<file path="src/verilog/pll_pkg.sv">
package pll_pkg;
    // register byte addresses
    localparam logic [3:0] ADDR_CONTROL = 4'h0;
    localparam logic [3:0] ADDR_STATUS = 4'h4;
    // control register fields
    localparam int MULT_LSB = 0;
    localparam int MULT_W = 6;
    localparam int POSTDIV_LSB = 6;
    localparam int POSTDIV_W = 2;
    localparam int HALVE_BIT = 8;
    localparam logic [31:0] CONTROL_RESET = 32'h0000_0008;
    // status register fields
    localparam int STAT_LOCKED_BIT = 0;
    localparam int STAT_CORE_RUN_BIT = 1;
    localparam int STAT_MULT_LSB = 8;
    // multiplier chosen by the ratio select pins while held in reset
    localparam logic [5:0] RATIO_SEL_00 = 6'h08;
    localparam logic [5:0] RATIO_SEL_01 = 6'h20;
    localparam logic [5:0] RATIO_SEL_10 = 6'h10;
    localparam logic [5:0] RATIO_SEL_11 = 6'h08;
    // timing
    localparam int CLK_PERIOD_PS = 4000;
    localparam int LOCK_TIME_US = 100;
    localparam int LOCK_CYCLES = (LOCK_TIME_US * 1000000) / CLK_PERIOD_PS;
    localparam logic [12:0] CORE_RST_REF_CYCLES = 13'h1000;
    localparam logic [1:0] CORE_RST_CORE_CYCLES = 2'h2;
    localparam int ACC_W = 16;
    // bus answers
    localparam logic [1:0] RESP_OKAY = 2'h0;
    localparam logic [1:0] RESP_SLVERR = 2'h2;
    typedef enum logic [1:0] {
        REL_HOLD,
        REL_COUNT_REF,
        REL_COUNT_CORE,
        REL_RUN
    } release_state_type;
endpackage : pll_pkg

</file>
<file path="src/verilog/pll_core_clock.sv">
`timescale 1ns/1ps
module pll_core_clock
    import pll_pkg::*;
#(
    parameter int LOCK_COUNT = LOCK_CYCLES
) (
    input wire logic clk_sys,
    input wire logic resetn,
    input wire logic ref_clock_in,
    input wire logic [1:0] ratio_select_pins,
    input wire logic reset_pin_n,
    output logic core_tick,
    output logic periph_tick,
    output logic core_reset_n,
    output logic pll_locked,
    input wire logic [31:0] s_axi_awaddr,
    input wire logic s_axi_awvalid,
    output logic s_axi_awready,
    input wire logic [31:0] s_axi_wdata,
    input wire logic [3:0] s_axi_wstrb,
    input wire logic s_axi_wvalid,
    output logic s_axi_wready,
    output logic [1:0] s_axi_bresp,
    output logic s_axi_bvalid,
    input wire logic s_axi_bready,
    input wire logic [31:0] s_axi_araddr,
    input wire logic s_axi_arvalid,
    output logic s_axi_arready,
    output logic [31:0] s_axi_rdata,
    output logic [1:0] s_axi_rresp,
    output logic s_axi_rvalid,
    input wire logic s_axi_rready
);
    logic rst_meta;
    logic rst_n;
    logic [31:0] power_mgmt_control_reg;
    logic [31:0] aw_addr;
    logic aw_got;
    logic w_got;
    logic [31:0] w_data;
    logic [3:0] w_strb;
    logic ref_q;
    logic ref_rise;
    logic [5:0] loop_multiplier;
    logic [1:0] loop_post_divider;
    logic input_halve_enable;
    logic [5:0] pin_mult;
    logic [ACC_W-1:0] acc;
    logic [ACC_W-1:0] next_acc;
    logic [ACC_W-1:0] add_step;
    logic [ACC_W-1:0] sub_step;
    logic core_fire;
    logic periph_phase;
    logic [31:0] lock_cnt;
    logic [5:0] last_mult;
    logic [1:0] last_div;
    logic last_halve;
    release_state_type rel_state;
    logic [12:0] ref_cnt;
    logic [1:0] core_cnt;

    always_ff @(posedge clk_sys or negedge resetn) begin
        if (!resetn) begin
            rst_meta <= 1'b0;
            rst_n <= 1'b0;
        end else begin
            rst_meta <= 1'b1;
            rst_n <= rst_meta;
        end
    end

    always_comb begin
        case (ratio_select_pins)
            2'h0: pin_mult = RATIO_SEL_00;
            2'h1: pin_mult = RATIO_SEL_01;
            2'h2: pin_mult = RATIO_SEL_10;
            default: pin_mult = RATIO_SEL_11;
        endcase
    end

    assign loop_multiplier = power_mgmt_control_reg[MULT_LSB +: MULT_W];
    assign loop_post_divider =
        power_mgmt_control_reg[POSTDIV_LSB +: POSTDIV_W];
    assign input_halve_enable = power_mgmt_control_reg[HALVE_BIT];

    // write channels are taken independently, answered once both are held
    always_ff @(posedge clk_sys or negedge rst_n) begin
        if (!rst_n) begin
            s_axi_awready <= 1'b1;
            s_axi_wready <= 1'b1;
            s_axi_bvalid <= 1'b0;
            s_axi_bresp <= RESP_OKAY;
            aw_got <= 1'b0;
            w_got <= 1'b0;
            aw_addr <= 32'h0000_0000;
            w_data <= 32'h0000_0000;
            w_strb <= 4'h0;
        end else begin
            if (s_axi_awvalid && s_axi_awready) begin
                aw_addr <= s_axi_awaddr;
                aw_got <= 1'b1;
                s_axi_awready <= 1'b0;
            end
            if (s_axi_wvalid && s_axi_wready) begin
                w_data <= s_axi_wdata;
                w_strb <= s_axi_wstrb;
                w_got <= 1'b1;
                s_axi_wready <= 1'b0;
            end
            if (aw_got && w_got && !s_axi_bvalid) begin
                aw_got <= 1'b0;
                w_got <= 1'b0;
                s_axi_bvalid <= 1'b1;
                s_axi_bresp <= (aw_addr == {28'h0, ADDR_CONTROL} ||
                    aw_addr == {28'h0, ADDR_STATUS}) ?
                    RESP_OKAY : RESP_SLVERR;
            end
            if (s_axi_bvalid && s_axi_bready) begin
                s_axi_bvalid <= 1'b0;
                s_axi_awready <= 1'b1;
                s_axi_wready <= 1'b1;
            end
        end
    end

    // pins own the ratio while the device reset pin is low
    always_ff @(posedge clk_sys or negedge rst_n) begin
        if (!rst_n) begin
            power_mgmt_control_reg <= CONTROL_RESET;
        end else if (!reset_pin_n) begin
            power_mgmt_control_reg[MULT_LSB +: MULT_W] <=
                pin_mult;
            power_mgmt_control_reg[POSTDIV_LSB +: POSTDIV_W] <=
                2'h0;
        end else if (aw_got && w_got && !s_axi_bvalid &&
                     aw_addr[31:0] == {28'h0, ADDR_CONTROL}) begin
            for (int i = 0; i < 2; i++) begin
                if (w_strb[i]) begin
                    power_mgmt_control_reg[i*8 +: 8] <=
                        w_data[i*8 +: 8];
                end
            end
        end
    end

    always_ff @(posedge clk_sys or negedge rst_n) begin
        if (!rst_n) begin
            s_axi_arready <= 1'b1;
            s_axi_rvalid <= 1'b0;
            s_axi_rdata <= 32'h0000_0000;
            s_axi_rresp <= RESP_OKAY;
        end else if (s_axi_arvalid && s_axi_arready) begin
            s_axi_arready <= 1'b0;
            s_axi_rvalid <= 1'b1;
            s_axi_rresp <= RESP_OKAY;
            if (s_axi_araddr == {28'h0, ADDR_CONTROL}) begin
                s_axi_rdata <= {23'h0, power_mgmt_control_reg[8:0]};
            end else if (s_axi_araddr == {28'h0, ADDR_STATUS}) begin
                s_axi_rdata <= {18'h0, loop_multiplier, 6'h0,
                    core_reset_n, pll_locked};
            end else begin
                s_axi_rdata <= 32'h0000_0000;
                s_axi_rresp <= RESP_SLVERR;
            end
        end else if (s_axi_rvalid && s_axi_rready) begin
            s_axi_rvalid <= 1'b0;
            s_axi_arready <= 1'b1;
        end
    end

    // reference is sampled by clk_sys, so it must run well below 125 MHz
    always_ff @(posedge clk_sys or negedge rst_n) begin
        if (!rst_n) begin
            ref_q <= 1'b0;
        end else begin
            ref_q <= ref_clock_in;
        end
    end
    assign ref_rise = ref_clock_in && !ref_q;

    // oscillator cycles per reference edge: 2*M, or M with the halver on
    assign add_step = ref_rise ? (input_halve_enable ?
        {{(ACC_W-6){1'b0}}, loop_multiplier} :
        {{(ACC_W-7){1'b0}}, loop_multiplier, 1'b0}) : '0;
    // oscillator cycles per core cycle: 2*D with D = 1, 2, 4 or 8
    assign sub_step = {{(ACC_W-5){1'b0}},
        5'(5'h02 << loop_post_divider)};
    assign core_fire = pll_locked && (acc >= sub_step);
    // core ticks are at most one per clk_sys; faster settings saturate
    assign next_acc = acc + add_step - (core_fire ? sub_step : '0);

    always_ff @(posedge clk_sys or negedge rst_n) begin
        if (!rst_n) begin
            acc <= '0;
            core_tick <= 1'b0;
            periph_tick <= 1'b0;
            periph_phase <= 1'b0;
        end else begin
            if (!pll_locked) begin
                acc <= '0;
            end else if (!next_acc[ACC_W-1]) begin
                // a saturated accumulator holds instead of wrapping round
                acc <= next_acc;
            end
            core_tick <= core_fire;
            periph_tick <= core_fire && periph_phase;
            if (core_fire) begin
                periph_phase <= !periph_phase;
            end
        end
    end

    // relock after any change of loop settings
    always_ff @(posedge clk_sys or negedge rst_n) begin
        if (!rst_n) begin
            lock_cnt <= 32'h0000_0000;
            pll_locked <= 1'b0;
            last_mult <= 6'h00;
            last_div <= 2'h0;
            last_halve <= 1'b0;
        end else begin
            last_mult <= loop_multiplier;
            last_div <= loop_post_divider;
            last_halve <= input_halve_enable;
            if (last_mult != loop_multiplier || last_div != loop_post_divider
                || last_halve != input_halve_enable) begin
                lock_cnt <= 32'h0000_0000;
                pll_locked <= 1'b0;
            end else if (lock_cnt >= 32'(LOCK_COUNT - 1)) begin
                pll_locked <= 1'b1;
            end else begin
                lock_cnt <= lock_cnt + 32'h0000_0001;
            end
        end
    end

    always_ff @(posedge clk_sys or negedge rst_n) begin
        if (!rst_n) begin
            rel_state <= REL_HOLD;
            ref_cnt <= 13'h0000;
            core_cnt <= 2'h0;
            core_reset_n <= 1'b0;
        end else if (!reset_pin_n) begin
            rel_state <= REL_HOLD;
            ref_cnt <= 13'h0000;
            core_cnt <= 2'h0;
            core_reset_n <= 1'b0;
        end else begin
            case (rel_state)
                REL_HOLD: begin
                    rel_state <= REL_COUNT_REF;
                end
                REL_COUNT_REF: begin
                    // edge sampling may cost one extra reference cycle
                    if (ref_rise) begin
                        ref_cnt <= ref_cnt + 13'h0001;
                        if (ref_cnt == CORE_RST_REF_CYCLES - 13'h0001) begin
                            rel_state <= REL_COUNT_CORE;
                        end
                    end
                end
                REL_COUNT_CORE: begin
                    if (core_fire) begin
                        core_cnt <= core_cnt + 2'h1;
                        if (core_cnt == CORE_RST_CORE_CYCLES - 2'h1) begin
                            rel_state <= REL_RUN;
                            core_reset_n <= 1'b1;
                        end
                    end
                end
                REL_RUN: begin
                    core_reset_n <= 1'b1;
                end
                default: begin
                    rel_state <= REL_HOLD;
                end
            endcase
        end
    end
endmodule : pll_core_clock

</file>
<file path="config.mk">
export PLATFORM = sky130hd
export DESIGN_NAME = pll_core_clock
export DESIGN_NICKNAME = d
export VERILOG_FILES = /design/src/verilog/pll_pkg.sv /design/src/verilog/pll_core_clock.sv
export SDC_FILE = /design/constraint.sdc
export NUM_CORES = 1
export LEC_CHECK = 0
export BUFFER_PORTS_ARGS = -buffer_cell sky130_fd_sc_hd__buf_2
export CORE_ASPECT_RATIO = 0.9
export CORE_MARGIN = 1.5
export CORE_UTILIZATION = 50
export CTS_CLUSTER_DIAMETER = 200
export DETAILED_ROUTE_END_ITERATION = 6
export PLACE_DENSITY = 0.77
export SETUP_SLACK_MARGIN = 0.4
export SLEW_MARGIN = 25
export SYNTH_ARGS = -nofsm -noshare
export SYNTH_HDL_FRONTEND = slang
export SYNTH_SLANG_ARGS = --single-unit
</file>
<file path="constraint.sdc">
create_clock -name clk_sys -period 4.6 [get_ports clk_sys]
set_input_delay 0.92 -clock clk_sys [delete_from_list [all_inputs] [get_ports clk_sys]]
set_output_delay 0.92 -clock clk_sys [all_outputs]
set_load 0.02 [all_outputs]
</file>
==> impl_metrics.env <==
export IMPL_drc_errors=0
export IMPL_grtUsageTotal_pct=21.81
export IMPL_syn_area_per_cell_um2=10.85
export IMPL_p_per_area_nw_per_um2=408.6
export IMPL_synth_top_family_by_area="simple AND/OR/NAND/NOR gates"
export IMPL_met1_usage_pct=29.33
export IMPL_clockBufferDepth=2
export IMPL_fillCellCount=1147
export IMPL_synth_edf_count=0
export IMPL_r2r_start="loop_post_divider[1]"
export IMPL_wl_per_cell_um=15.71
export IMPL_busiest_layer="met2"
export IMPL_grt_ovfl_total=0
export IMPL_synth_xor_area_share_pct=4.080
export IMPL_maxCapViolations=0
export IMPL_synthCells=712
export IMPL_min_period_ns=4.283
export IMPL_finClkSkew_ns=0.009206
export IMPL_met2_usage_pct=34.70
export IMPL_cp_buffers_inverters=2
export IMPL_start_util_pct=51.78
export IMPL_path_clk_slew_ns=0.06
export IMPL_syn_area_um2=7727
export IMPL_status="completed"
export IMPL_cp_max_fo=9
export IMPL_tightestPinTransition_ns=0.7865
export IMPL_setup_viol=0
export IMPL_dp_cells=1012
export IMPL_cts_buffers=17
export IMPL_pin_count=156
export IMPL_drv_slew=0
export IMPL_rsz0062_at_grt="yes"
export IMPL_die_area_um2=16210
export IMPL_critPathArrivalTime_ns=4.61
export IMPL_antenna_found_initial=0
export IMPL_synth_compound_area_share_pct=9.699
export IMPL_r2r_cells=17
export IMPL_worst_setup_path_end_kind="register"
export IMPL_holdCritPathClass="in -> async"
export IMPL_ys_warn_count=0
export IMPL_drive_gt1_share_pct=30.78
export IMPL_path_class="reg -> reg"
export IMPL_required_ns=4.92
export IMPL_hpwl_um=10990
export IMPL_place_ws_ns=0.1029
export IMPL_antenna_left=0
export IMPL_tns_ns=0
export IMPL_period_share_pct=93.12
export IMPL_coreArea_um2=14920
export IMPL_synth_seq_area_share_pct=50.58
export IMPL_crit_path_top_delay_cell="fa_1"
export IMPL_synth_area_mux_share_pct=10.18
export IMPL_grt_pass1_wl_um=27960
export IMPL_gp_congestion=0.8280
export IMPL_num_vias=5753
export IMPL_critical_path_top_delay_family="simple AND/OR/NAND/NOR gates"
export IMPL_area_growth_syn_to_layout_pct=23.17
export IMPL_finalWirelength_um=16840
export IMPL_diodes=0
export IMPL_cts_tree="done"
export IMPL_clock_sinks=156
export IMPL_cp_num_cells=17
export IMPL_hold_violations=0
export IMPL_h_tree_depth=4
export IMPL_gr_usage_met3_pct=6.099
export IMPL_vias_per_cell=5.367
export IMPL_synth_fa_ha_area_share_pct=6.380
export IMPL_crit_chain="nand2_2 > ha_4 > or4b_4 > a21oi_2 > nand4_1 > o21ai_4 > nor2_2 > fa_1 > inv_1 > ha_4 > o211ai_1 > o211ai_1 > nand4b_1 > and4_4 > buf_6 > or4_1 > o21ai_1"
export IMPL_stdcell_count=1072
export IMPL_critical_path_startpoint="loop_post_divider[1]"
export IMPL_post_route_util_pct=63.77
export IMPL_ys_ff_latch=156
export IMPL_slowest_delay_ns=0.52
export IMPL_max_freq_mhz=233.5
export IMPL_die_h_um=120.9
export IMPL_start_kind="register"
export IMPL_setup_ws_ns=0.3166
export IMPL_multi_input_area_um2=3613
export IMPL_fin_nets=1009
export IMPL_synth_main_ff_cell="dfrtp_1"
export IMPL_synthSimpleGateAreaFrac_pct=13.65
export IMPL_die_w_um=134.0
export IMPL_synth_async_reset_ratio_pct=100.0
export IMPL_drtPass1Iterations=4
export IMPL_regArea_um2=3913
export IMPL_clkLatencyLatePin_ns=0.42
export IMPL_grt_max_degree=52
export IMPL_drtIter0Drc=298
export IMPL_maxSlewHeadroom_pct=47.41
export IMPL_p_leak_nw=4.491
export IMPL_total_power_w=0.003889
export IMPL_rows=42
export IMPL_vdd_drop_max_v=0.0004416
export IMPL_cts_root_buffer_cell="clkbuf_16"
export IMPL_port_buffers=110
export IMPL_ys_types=53
export IMPL_first_global_vias=5715
-- report_power, final --
group | total (W) | internal (W) | switching, W
Sequential | 0.00178 | 0.00162 | 0.000159
Clock | 0.00148 | 0.000881 | 0.000604
Combinational | 0.000626 | 0.000319 | 0.000307
-- layout make-up --
type | count | share of cell area, %
clock inverters | 14 | 2.103
well taps | 198 | 2.603
flip-flops and latches | 156 | 41.11
multi-input cells | 486 | 37.97
repair buffers | 151 | 9.780
inverters | 49 | 1.932
clock buffers | 18 | 4.509
-- registers in the layout, indices dropped and copies added (netlist names), 2 cells and up --
register / count
acc: 15
aw_addr: 32
core_cnt: 2
last_div: 2
last_mult: 6
lock_cnt: 32
loop_multiplier: 6
loop_post_divider: 2
ref_cnt: 13
rel_state: 2
s_axi_rdata: 14
w_data: 9
w_strb: 2
-- synthesized netlist by cell type (all sizes together) (12+ instances only) --
cell    instances  area [um2]
a21oi          41       205.2
a22o           14       122.6
and2           19       120.1
buf            25       171.4
clkbuf         15       56.30
dfrtp         152        3804
ha             33       412.9
inv            49       183.9
mux2           53       596.8
mux2i          19       190.2
nand2          38       142.6
nand3          18       90.09
nand4          12       75.07
nor2           44       165.2
nor4           19       118.9
o21ai          29       148.9
xnor2          14       122.6
xor2           22       192.7
-- per-layer routing --
| layer | wire length, um | share of wire [%] |
|---|---|---|
| met5 | 0 | 0 |
| met4 | 191 | 1.1 |
| met3 | 1014 | 6.0 |
| met2 | 8071 | 48 |
| met1 | 7564 | 45 |
-- stage by stage --
step                      hold slack [ns]  instance area (um2)
after floorplan                    0.3311                 7894
after global routing               0.2523                 9518
after global placement             0.3379                 8521
final                              0.2670                 9518
after CTS                          0.2538                 9438
after detailed placement           0.3412                 8541
-- cells in the final DEF (no fill, tap or decap), types with 22 or more instances in the layout --
cell,n
a21oi_1,38
buf_2,110
buf_4,24
dfrtp_1,151
ha_1,28
inv_1,45
mux2_2,53
nand2_1,36
nor2_1,42
o21ai_0,24
xor2_1,22
-- path summary, 6_finish.rpt --
| kind | to | slack [ns] |
|---|---|---|
| hold / removal | rst_n | 0.27 |
| setup / recovery | acc[1] | 0.32 |
| min in group clk_sys | rst_n | 0.36 |
| max in group asynchronous | acc[9] | 3.07 |
| setup reg to reg | acc[1] | 0.32 |
| hold reg to reg | rst_n | 0.36 |
-- what timing repair did --
item | CTS | global route
endpoints found under the hold margin | 0 | 0
setup buffers | 26 | 2
hold buffers | 0 | 0
endpoints found under the setup margin | 14 | 17
resized for setup | 21 | 17
cloned | 0 | 0
pin swaps | 11 | 2
-- kinds of logic after synthesis --
group                    Yosys count
AO/OA/AOI/OAI                    118
XOR/XNOR                          36
adder cells (fa/ha/maj)           37
buffers and inverters             89
flip-flops                       156
multiplexers                      72
other                              2
AND/OR/NAND/NOR                  202
Power figures use the tool's default switching activity.
